**src/dmx_map_params.svh**
```systemverilog
/*
  Named constants for the douser and focus channel map: slot ranges, setting codes,
  reset values and the fixed-point figures used by the response curve and rescaling.
  Assumes it is included by bare name from the package and from each design file.
*/
`ifndef DMX_MAP_PARAMS_SVH
`define DMX_MAP_PARAMS_SVH

// ****************************************************************************
// Slot addressing
// ****************************************************************************
`define SLOT_OFFSET_MAX 5'h17
`define SLOT_STEP 10'h001
`define FIXTURE_NUMBER_FIRST 10'h001

// ****************************************************************************
// Setting codes
// ****************************************************************************
`define SLOT_WIDTH_TWO 2'h2
`define COMM_DMX_RECEIVE 2'h0
`define LOSS_RETURN_HOME 1'b0

// ****************************************************************************
// Reset values
// ****************************************************************************
`define POSITION_RESET 16'h0000
`define RATE_RESET 8'h00
`define SLOT_ADDR_RESET 10'h001

// ****************************************************************************
// Fixed-point figures
// ****************************************************************************
`define CURVE_THREE 18'h3_0000
`define FRACTION_TOP 31
`define FRACTION_LOW 16

`endif

```
**src/dmx_map_pkg.sv**
```systemverilog
/*
  Types shared by the channel map: axis sequencing states and the setting encodings.
  Assumes the constants header is available on the include path.
*/
`include "dmx_map_params.svh"

package dmx_map_pkg;

  typedef enum logic [1:0] {
    AXIS_WAIT_CAL = 2'b00,
    AXIS_HOME = 2'b01,
    AXIS_TRACK = 2'b10
  } axis_state_type;

  typedef enum logic {
    ORDER_HIGH_LOW = 1'b0,
    ORDER_LOW_HIGH = 1'b1
  } byte_order_type;

  typedef enum logic {
    POLICY_CLIP = 1'b0,
    POLICY_SCALE = 1'b1
  } limit_policy_type;

endpackage

```
**src/level_shaper.sv**
```systemverilog
/*
  Combinational shaping of one axis command: assembles one or two slots into a
  16-bit level, applies the optional cosine-shaped curve, then clips or rescales
  it against the axis lower and upper limits.
  Assumes the caller registers the result; nothing here holds state.
*/
`timescale 1ns/100ps
`default_nettype none

`include "dmx_map_params.svh"

module level_shaper
  import dmx_map_pkg::*;
(
  // Captured slots
  input wire logic [7:0] first_in,
  input wire logic [7:0] second_in,
  // Settings
  input wire logic wide_in,
  input wire logic order_in,
  input wire logic curve_in,
  input wire logic policy_in,
  input wire logic [15:0] lower_in,
  input wire logic [15:0] upper_in,
  // Result
  output logic [15:0] level_out,
  output logic accept_out
);

  logic [15:0] raw;
  logic [15:0] squared;
  logic [17:0] weight;
  logic [33:0] cubic;
  logic [15:0] shaped;
  logic [15:0] span;
  logic [32:0] scaled;

  always_comb begin
    if (wide_in) begin
      if (order_in == ORDER_LOW_HIGH) begin
        raw = {second_in, first_in};
      end else begin
        raw = {first_in, second_in};
      end
    end else begin
      // Replicating the byte makes 8'hFF land exactly on full scale.
      raw = {first_in, first_in};
    end
  end

  // Smoothstep stands in for the cosine fade, no table: zero maps to zero and 16'hffff maps to 16'hffff.
  always_comb begin
    squared = 16'((32'(raw) * 32'(raw)) >> `FRACTION_LOW);
    weight = `CURVE_THREE - {1'b0, raw, 1'b0};
    cubic = 34'(squared) * 34'(weight);
    shaped = curve_in ? cubic[`FRACTION_TOP:`FRACTION_LOW] : raw;
  end

  always_comb begin
    span = (upper_in > lower_in) ? (upper_in - lower_in) : 16'h0000;
    scaled = 33'(shaped) * 33'(span) + 33'(span);
    if (policy_in == POLICY_SCALE) begin
      level_out = lower_in + scaled[`FRACTION_TOP:`FRACTION_LOW];
      accept_out = 1'b1;
    end else begin
      level_out = shaped;
      accept_out = (shaped >= lower_in) && (shaped <= upper_in);
    end
  end

endmodule
`default_nettype wire

```
**src/dmx_douser_focus_channel_map.sv**
```systemverilog
/*
  Receive-side channel map for the douser and focus axes of a DMX512 fixture.
  Picks each axis's position and speed slots out of the incoming slot stream,
  shapes and limits the command, and sequences default positions around
  calibration and loss of signal.
  Assumes a DMX receiver upstream delivers one slot per SLOT_VALID_IN pulse with its
  slot number (1 to 512), a FRAME_DONE_IN pulse after the last slot of a frame, and
  a SIGNAL_LOST_IN level; all inputs are synchronous to MCLK_IN.
*/
`timescale 1ns/100ps
`default_nettype none

`include "dmx_map_params.svh"

// Behaviour
// - Each axis position slot sits 0 to 23 slots past the start address.
// - Each axis speed slot sits at its own offset, 0 to 23 slots.
// - Width 1 takes one 8-bit slot; width 2 joins two consecutive slots.
// - With two slots, byte order picks high-then-low or low-then-high.
// - Douser curve setting: 0 linear response, 1 cosine-shaped response.
// - Focus response setting: 0 follow behaviour, 1 speed-controlled behaviour.
// - Focus zero is full spot; full scale, 8 or 16 bit, is full flood.
// - Douser upper and lower limits bound its commanded travel.
// - Focus upper limit bounds travel toward flood.
// - Each axis chooses clipping or rescaling against its limits.
// - After calibration each axis goes home until the first valid command.
// - On data loss, if selected, an axis returns home.
// - Three communication types; only DMX receive acts on data.
// - By fixture number, start is (number minus one) times width plus one.
// - Stop key press raises the panel halt flag.
// - Clip mode ignores commands below the lower or above the upper limit.
// - Loss setting 0 returns axes home; 1 holds current position.
// - Focus lower limit bounds travel toward spot.

module dmx_douser_focus_channel_map
  import dmx_map_pkg::*;
#(
  parameter int AXES = 2
)
(
  // Clock and reset
  input wire logic MCLK_IN,
  input wire logic RESET_IN,
  // Slot stream from the DMX receiver
  input wire logic SLOT_VALID_IN,
  input wire logic [9:0] SLOT_NUMBER_IN,
  input wire logic [7:0] SLOT_DATA_IN,
  input wire logic FRAME_DONE_IN,
  input wire logic SIGNAL_LOST_IN,
  // System
  input wire logic CALIBRATION_DONE_IN,
  input wire logic [1:0] COMM_TYPE_IN,
  input wire logic PANEL_STOP_KEY_IN,
  input wire logic HALT_CLEAR_IN,
  input wire logic LOSS_HOLD_IN,
  // Addressing
  input wire logic BY_FIXTURE_IN,
  input wire logic [9:0] START_ADDRESS_IN,
  input wire logic [9:0] FIXTURE_NUMBER_IN,
  input wire logic [4:0] SLOTS_PER_UNIT_IN,
  // Douser settings
  input wire logic [4:0] SHUTTER_SLOT_OFFSET_IN,
  input wire logic [4:0] SHUTTER_RATE_SLOT_OFFSET_IN,
  input wire logic [1:0] SHUTTER_SLOT_WIDTH_IN,
  input wire logic SHUTTER_BYTE_ORDER_IN,
  input wire logic SHUTTER_RESPONSE_CURVE_IN,
  input wire logic SHUTTER_LIMIT_POLICY_IN,
  input wire logic [15:0] SHUTTER_LOWER_LIMIT_IN,
  input wire logic [15:0] SHUTTER_UPPER_LIMIT_IN,
  input wire logic [15:0] SHUTTER_HOME_POSITION_IN,
  // Focus settings
  input wire logic [4:0] ZOOM_SLOT_OFFSET_IN,
  input wire logic [4:0] ZOOM_RATE_SLOT_OFFSET_IN,
  input wire logic [1:0] ZOOM_SLOT_WIDTH_IN,
  input wire logic ZOOM_BYTE_ORDER_IN,
  input wire logic ZOOM_RESPONSE_SELECT_IN,
  input wire logic ZOOM_LIMIT_POLICY_IN,
  input wire logic [15:0] ZOOM_LOWER_LIMIT_IN,
  input wire logic [15:0] ZOOM_UPPER_LIMIT_IN,
  input wire logic [15:0] ZOOM_HOME_POSITION_IN,
  // Axis commands
  output logic [15:0] SHUTTER_POSITION_OUT,
  output logic [7:0] SHUTTER_RATE_OUT,
  output logic [15:0] ZOOM_POSITION_OUT,
  output logic [7:0] ZOOM_RATE_OUT,
  output logic ZOOM_SPEED_MODE_OUT,
  output logic [1:0] AXIS_TRACKING_OUT,
  // Status
  output logic [9:0] START_SLOT_OUT,
  output logic PANEL_HALT_FLAG_OUT
);

  // ****************************************************************************
  // Per-axis settings gathered into arrays, axis 0 douser, axis 1 focus
  // ****************************************************************************
  logic [4:0] pos_offset [AXES];
  logic [4:0] rate_offset [AXES];
  logic wide [AXES];
  logic order [AXES];
  logic curve [AXES];
  logic policy [AXES];
  logic [15:0] lower [AXES];
  logic [15:0] upper [AXES];
  logic [15:0] home [AXES];
  logic [15:0] position_r [AXES];
  logic [7:0] rate_r [AXES];
  logic [AXES-1:0] tracking;

  assign pos_offset[0] = SHUTTER_SLOT_OFFSET_IN;
  assign pos_offset[1] = ZOOM_SLOT_OFFSET_IN;
  assign rate_offset[0] = SHUTTER_RATE_SLOT_OFFSET_IN;
  assign rate_offset[1] = ZOOM_RATE_SLOT_OFFSET_IN;
  assign wide[0] = (SHUTTER_SLOT_WIDTH_IN == `SLOT_WIDTH_TWO);
  assign wide[1] = (ZOOM_SLOT_WIDTH_IN == `SLOT_WIDTH_TWO);
  assign order[0] = SHUTTER_BYTE_ORDER_IN;
  assign order[1] = ZOOM_BYTE_ORDER_IN;
  // The focus axis has no fade curve: zero is spot and full scale is flood as received.
  assign curve[0] = SHUTTER_RESPONSE_CURVE_IN;
  assign curve[1] = 1'b0;
  assign policy[0] = SHUTTER_LIMIT_POLICY_IN;
  assign policy[1] = ZOOM_LIMIT_POLICY_IN;
  assign lower[0] = SHUTTER_LOWER_LIMIT_IN;
  assign lower[1] = ZOOM_LOWER_LIMIT_IN;
  assign upper[0] = SHUTTER_UPPER_LIMIT_IN;
  assign upper[1] = ZOOM_UPPER_LIMIT_IN;
  assign home[0] = SHUTTER_HOME_POSITION_IN;
  assign home[1] = ZOOM_HOME_POSITION_IN;

  // ****************************************************************************
  // Start address and receive gating
  // ****************************************************************************
  logic [9:0] start_r;
  logic [14:0] unit_product;
  logic receiving;

  assign unit_product = 15'(FIXTURE_NUMBER_IN - `FIXTURE_NUMBER_FIRST) * 15'(SLOTS_PER_UNIT_IN);
  // Both bidirectional choices leave the map deaf to incoming data.
  assign receiving = (COMM_TYPE_IN == `COMM_DMX_RECEIVE);

  always_ff @(posedge MCLK_IN) begin
    if (RESET_IN) begin
      start_r <= `SLOT_ADDR_RESET;
    end else if (BY_FIXTURE_IN) begin
      start_r <= unit_product[9:0] + `SLOT_STEP;
    end else begin
      start_r <= START_ADDRESS_IN;
    end
  end

  // ****************************************************************************
  // Halt indication
  // ****************************************************************************
  // A key press in the same cycle as a clear keeps the flag set.
  always_ff @(posedge MCLK_IN) begin
    if (RESET_IN) begin
      PANEL_HALT_FLAG_OUT <= 1'b0;
    end else if (PANEL_STOP_KEY_IN) begin
      PANEL_HALT_FLAG_OUT <= 1'b1;
    end else if (HALT_CLEAR_IN) begin
      PANEL_HALT_FLAG_OUT <= 1'b0;
    end
  end

  // ****************************************************************************
  // Per-axis capture, shaping and sequencing
  // ****************************************************************************
  genvar a;
  generate
    for (a = 0; a < AXES; a++) begin : g_axis
      logic [4:0] pos_off_sat;
      logic [4:0] rate_off_sat;
      logic [9:0] pos_slot;
      logic [9:0] pos_next_slot;
      logic [9:0] rate_slot;
      logic [7:0] first_r;
      logic [7:0] second_r;
      logic [7:0] rate_byte_r;
      logic got_first_r;
      logic got_second_r;
      logic got_rate_r;
      logic frame_ok;
      logic [15:0] level;
      logic accept;
      axis_state_type state_r;

      // Offsets past the documented range saturate rather than wander.
      assign pos_off_sat = (pos_offset[a] > `SLOT_OFFSET_MAX) ? `SLOT_OFFSET_MAX : pos_offset[a];
      assign rate_off_sat = (rate_offset[a] > `SLOT_OFFSET_MAX) ? `SLOT_OFFSET_MAX : rate_offset[a];
      assign pos_slot = start_r + 10'(pos_off_sat);
      assign pos_next_slot = pos_slot + `SLOT_STEP;
      assign rate_slot = start_r + 10'(rate_off_sat);

      always_ff @(posedge MCLK_IN) begin
        if (RESET_IN || FRAME_DONE_IN) begin
          got_first_r <= 1'b0;
          got_second_r <= 1'b0;
          got_rate_r <= 1'b0;
        end else if (SLOT_VALID_IN && receiving) begin
          if (SLOT_NUMBER_IN == pos_slot) begin
            got_first_r <= 1'b1;
          end
          if (SLOT_NUMBER_IN == pos_next_slot) begin
            got_second_r <= 1'b1;
          end
          if (SLOT_NUMBER_IN == rate_slot) begin
            got_rate_r <= 1'b1;
          end
        end
      end

      always_ff @(posedge MCLK_IN) begin
        if (RESET_IN) begin
          first_r <= `RATE_RESET;
          second_r <= `RATE_RESET;
          rate_byte_r <= `RATE_RESET;
        end else if (SLOT_VALID_IN && receiving) begin
          if (SLOT_NUMBER_IN == pos_slot) begin
            first_r <= SLOT_DATA_IN;
          end
          if (SLOT_NUMBER_IN == pos_next_slot) begin
            second_r <= SLOT_DATA_IN;
          end
          if (SLOT_NUMBER_IN == rate_slot) begin
            rate_byte_r <= SLOT_DATA_IN;
          end
        end
      end

      // A command counts only when every slot that the width needs arrived in this frame.
      assign frame_ok = FRAME_DONE_IN && receiving && !SIGNAL_LOST_IN && got_first_r &&
                        (got_second_r || !wide[a]);

      level_shaper u_shaper (
        .first_in(first_r),
        .second_in(second_r),
        .wide_in(wide[a]),
        .order_in(order[a]),
        .curve_in(curve[a]),
        .policy_in(policy[a]),
        .lower_in(lower[a]),
        .upper_in(upper[a]),
        .level_out(level),
        .accept_out(accept)
      );

      always_ff @(posedge MCLK_IN) begin
        if (RESET_IN) begin
          state_r <= AXIS_WAIT_CAL;
          position_r[a] <= `POSITION_RESET;
        end else if (!CALIBRATION_DONE_IN) begin
          state_r <= AXIS_WAIT_CAL;
        end else begin
          case (state_r)
            AXIS_WAIT_CAL: begin
              state_r <= AXIS_HOME;
              position_r[a] <= home[a];
            end
            AXIS_HOME: begin
              if (frame_ok && accept) begin
                state_r <= AXIS_TRACK;
                position_r[a] <= level;
              end else begin
                position_r[a] <= home[a];
              end
            end
            AXIS_TRACK: begin
              if (SIGNAL_LOST_IN && LOSS_HOLD_IN == `LOSS_RETURN_HOME) begin
                state_r <= AXIS_HOME;
                position_r[a] <= home[a];
              end else if (frame_ok && accept) begin
                position_r[a] <= level;
              end
            end
            default: begin
              state_r <= AXIS_WAIT_CAL;
            end
          endcase
        end
      end

      always_ff @(posedge MCLK_IN) begin
        if (RESET_IN) begin
          rate_r[a] <= `RATE_RESET;
        end else if (frame_ok && got_rate_r) begin
          rate_r[a] <= rate_byte_r;
        end
      end

      assign tracking[a] = (state_r == AXIS_TRACK);
    end
  endgenerate

  // ****************************************************************************
  // Output registers
  // ****************************************************************************
  // Follow mode reports a zero rate so the motor stage tracks the level directly.
  always_ff @(posedge MCLK_IN) begin
    if (RESET_IN) begin
      SHUTTER_POSITION_OUT <= `POSITION_RESET;
      SHUTTER_RATE_OUT <= `RATE_RESET;
      ZOOM_POSITION_OUT <= `POSITION_RESET;
      ZOOM_RATE_OUT <= `RATE_RESET;
      ZOOM_SPEED_MODE_OUT <= 1'b0;
      AXIS_TRACKING_OUT <= 2'h0;
      START_SLOT_OUT <= `SLOT_ADDR_RESET;
    end else begin
      SHUTTER_POSITION_OUT <= position_r[0];
      SHUTTER_RATE_OUT <= rate_r[0];
      ZOOM_POSITION_OUT <= position_r[1];
      ZOOM_RATE_OUT <= ZOOM_RESPONSE_SELECT_IN ? rate_r[1] : `RATE_RESET;
      ZOOM_SPEED_MODE_OUT <= ZOOM_RESPONSE_SELECT_IN;
      AXIS_TRACKING_OUT <= tracking;
      START_SLOT_OUT <= start_r;
    end
  end

endmodule
`default_nettype wire

```
**config.mk**
```make
export PLATFORM = sky130hd
export DESIGN_NAME = dmx_douser_focus_channel_map
export DESIGN_NICKNAME = d
export VERILOG_FILES = /design/src/dmx_map_pkg.sv /design/src/level_shaper.sv /design/src/dmx_douser_focus_channel_map.sv
export VERILOG_INCLUDE_DIRS = /design/src
export SDC_FILE = /design/constraint.sdc
export NUM_CORES = 2
export LEC_CHECK = 0
export BUFFER_PORTS_ARGS = -buffer_cell sky130_fd_sc_hd__buf_2
export CAP_MARGIN = 20
export CORE_MARGIN = 1.5
export CORE_UTILIZATION = 60
export CTS_CLUSTER_SIZE = 40
export DETAILED_ROUTE_END_ITERATION = 8
export PLACE_DENSITY = 0.78
export SYNTH_ARGS = -nofsm -noshare
export SYNTH_HDL_FRONTEND = slang
export SYNTH_SLANG_ARGS = --single-unit
```
**constraint.sdc**
```tcl
create_clock -name MCLK_IN -period 25.9 [get_ports MCLK_IN]
set_clock_uncertainty 0.15 [all_clocks]
set_input_delay 0 -clock MCLK_IN [delete_from_list [all_inputs] [get_ports MCLK_IN]]
set_output_delay 0 -clock MCLK_IN [all_outputs]
set_load 0.01 [all_outputs]
```
==> run metrics <==
DRC=0; fillers=6,247; final antenna-violating net count=0; final setup violation count=0; cell area after synthesis=between 40,000 and 50,000 sq um; PwrDens=20.4 nW/um^2; CTS HTree Levels=4; status=finished, final reports clean; cts bufs inserted=17; grt total ovfl=0; P_sw=between 400 and 500 uW; Max Slew Vio Count=0; CP max FO=16; Core Area=approximately 76,000 sq um; first-pass GRT wire length=around 210 mm; final core utilization=around two thirds; dominant synthesized flop cell=dfxtp_1; vias in the first global route=40,300; r2r startpoint=g_axis[0].second_r[4]; CTS Root Cell=clkbuf_16; Die W=~280 um; floorplan die height=approximately 280 um; clk slew on worst S/H paths=~0.08 ns; Syn-to-layout area delta=8.21%; Yosys Warn Count=0; routed length per instance=a little under 20 um; worst skew pair latency=slightly below 0.5 ns; worst endpoint required time=approximately 26 ns; cell count after synthesis=5,416; Slew @ Worst Pin=roughly 1.1 ns; Seq cells post-synth=178; Static Leak=26.6 nW; layout cell share with drive strength beyond 1=roughly 7.3%; crit path DAT=23.91 ns; clock power share=26.8%; fin cells=about 6,700; GR Util All Layers=around 34%; period utilization=around 90%; Setup Buffers After CTS=0; Hold Path Depth=6; hold_sp=ZOOM_LOWER_LIMIT_IN[0]; Mapped Nets=about 7,000; Synth cell types=94; HP Class=in2reg; Via Count=38,400; sw frac=a little over 40%; Worst VDD drop=between 30 and 40 uV; clk buf depth=2; Critical Path Source=SHUTTER_BYTE_ORDER_IN; Fmax=between 40 and 50 MHz; Int Power=a little over 600 uW; I/O pin count=243; # Max-Cap Violations=0; first drt pass iteration count=6; r2r setup slk=between 2 and 2.5 ns; end of the worst register-to-register path=position_r[0][15]; sequential share of power=between 30% and 40%; critical path's most frequent cell=fa_1; Hold Buf Count CTS=70; Die ar.=79,000 sq um; Gates resized, CTS repair=0; Comb power frac=42.3%; post-DR vias/cell=5.72; relative slew slack=approximately a quarter; Largest stage delay, worst path=about 0.8 ns; Cell Rows=101; final layout net count=approximately 7,200; DPL Wire Length=around 110 mm; GPL Wtd Cong=a little under 1; Hold EP=position_r[1][0]; I/O Buffers=242; EDFF count, synth=between 40 and 50; largest net degree at the start of global routing=52; Initial DRC Count=around 2,900; crit start category=input pin; Fin. Hold Viols=0; Final TNS setup=0 ns; final worst path period need=approximately 24 ns; Routed WL=131 mm; Critical Path Sink Type=flip-flop; r2r worst-path depth=75; Crit Path Class=in2reg; slowest CP cell=a2111oi_0; final worst slack=2.07 ns; initial antenna violation count=7; register area share after synthesis=8.71%; Mean Syn Cell Area=approximately 8.6 sq um; dpl ws=approximately 2.3 ns; CTS tree=yes; DP Cell Count=6,602; Initial Util=between 60 and 70%; Synth async-reset ratio=0%; Clock Sinks=approximately 180; RSZ-0062 raised after global routing=false
[layer usage]
layer	track usage, %	share of wire (%)
met2	56.7	47
met3	7.61	9.7
met5	0	0.049
met1	43.9	39
met4	14.6	4.5
[final cells by class]
| class | count | area, sq um | area share, % |
|---|---|---|---|
| clock buffers | 19 | 443 | 0.882 |
| repair buffers | 389 | 2490 | 4.96 |
| inverters | 1168 | 4390 | 8.74 |
| diodes | 2 | 5.00 | 0.00996 |
| well taps | 1030 | 1290 | 2.57 |
| flip-flops and latches | 178 | 4040 | 8.05 |
| clock inverters | 13 | 170 | 0.339 |
| multi-input cells | 3909 | 37400 | 74.5 |
[worst max-delay path, delay by kind of cell]
kind / cells / cell delay [ns]
adders and majority gates: 22 / 10.16
buffers and inverters: 15 / 2.56
muxes: 1 / 0.74
AOI/OAI and AO/OA: 21 / 6.53
and+or+nand+nor: 13 / 2.62
xor gates and xnor gates: 5 / 1.28
[cell usage in the layout (no fill, tap or decap), drive strengths merged, types with 21 or more instances in the layout]
master       instances
a211oi              31
a21o                79
a21oi              152
and2               104
and3                38
buf                319
clkinv              28
dfxtp              130
dlygate4sd3         70
edfxtp              48
fa                 808
ha                 568
inv               1152
mux2i               88
nand2              670
nand2b              43
nand3               46
nand4               38
nor2               536
nor2b               87
nor3                43
o21a                33
o21ai               90
o21bai              21
xnor2              169
xor2                64
[synth_stat cells, drive strengths merged, types with 15 or more instances]
cell type | instances | area (sq um)
xnor2 | 169 | 1490
mux2i | 88 | 901
dfxtp | 130 | 2600
and3 | 38 | 239
ha | 568 | 7110
fa | 808 | 16200
clkbuf | 146 | 548
nor3 | 43 | 226
a211oi | 31 | 233
buf | 15 | 81.3
nand2b | 43 | 272
clkinv | 20 | 80.1
edfxtp | 48 | 1440
a21o | 79 | 594
o21a | 33 | 248
nor2b | 87 | 544
nand3 | 46 | 235
xor2 | 64 | 561
nor2 | 536 | 2020
inv | 1148 | 4310
o21ai | 90 | 454
a21oi | 152 | 776
nand2 | 670 | 2510
o21bai | 21 | 158
or3 | 17 | 106
and2 | 104 | 651
nand4 | 38 | 253
[cells by family after synthesis]
group                      Yosys count  share of synthesized area, %
and+or+nand+nor                   1667                          16.0
adders and majority gates         1376                          50.2
buffers and inverters             1329                          10.8
AOI/OAI and AO/OA                  534                          7.70
xor gates and xnor gates           233                          4.41
DFF                                178                          8.71
muxes                               99                          2.22
[worst max-delay path by stage]
stage / cells past startpoint / slack (ns) / end
floorplan: 80 / 5.87 / position_r[0][15]
detailed placement: 76 / 2.26 / position_r[0][15]
finish: 77 / 2.07 / position_r[0][15]
CTS: 77 / 2.17 / position_r[0][15]
global placement: 76 / 3.14 / position_r[0][15]
global route: 77 / 0.77 / position_r[0][15]
[registers in the layout (all words and copies together) (netlist names), 2 cells and up]
signal                cells
position_r               32
SHUTTER_POSITION_OUT     16
ZOOM_POSITION_OUT        16
g_axis.first_r           16
g_axis.rate_byte_r       16
g_axis.second_r          16
rate_r                   16
START_SLOT_OUT           10
start_r                  10
SHUTTER_RATE_OUT          8
ZOOM_RATE_OUT             8
g_axis.state_r            4
AXIS_TRACKING_OUT         2
g_axis.got_first_r        2
g_axis.got_rate_r         2
g_axis.got_second_r       2
[metrics by stage]
| stage | hold WS (ns) | cell area [sq um] | total power [mW] |
|---|---|---|---|
| floorplan | -0.0326 | 46400 | 0.597 |
| global placement | 0.0604 | 48900 | 0.717 |
| detailed placement | 0.0678 | 48900 | 0.726 |
| CTS | 0.0231 | 50200 | 1.02 |
| global route | 0.0612 | 50200 | 1.08 |
| finish | 0.0533 | 50200 | 1.02 |
[power groups by stage]
stage               sequential, mW  combinational, mW  clock (mW)
floorplan                    0.312              0.284           0
global placement             0.321              0.396           0
detailed placement           0.321              0.405           0
CTS                          0.315              0.423       0.278
global route                 0.317              0.473       0.288
finish                       0.315              0.433       0.275
Note: power is estimated with default switching activity, not from simulation.
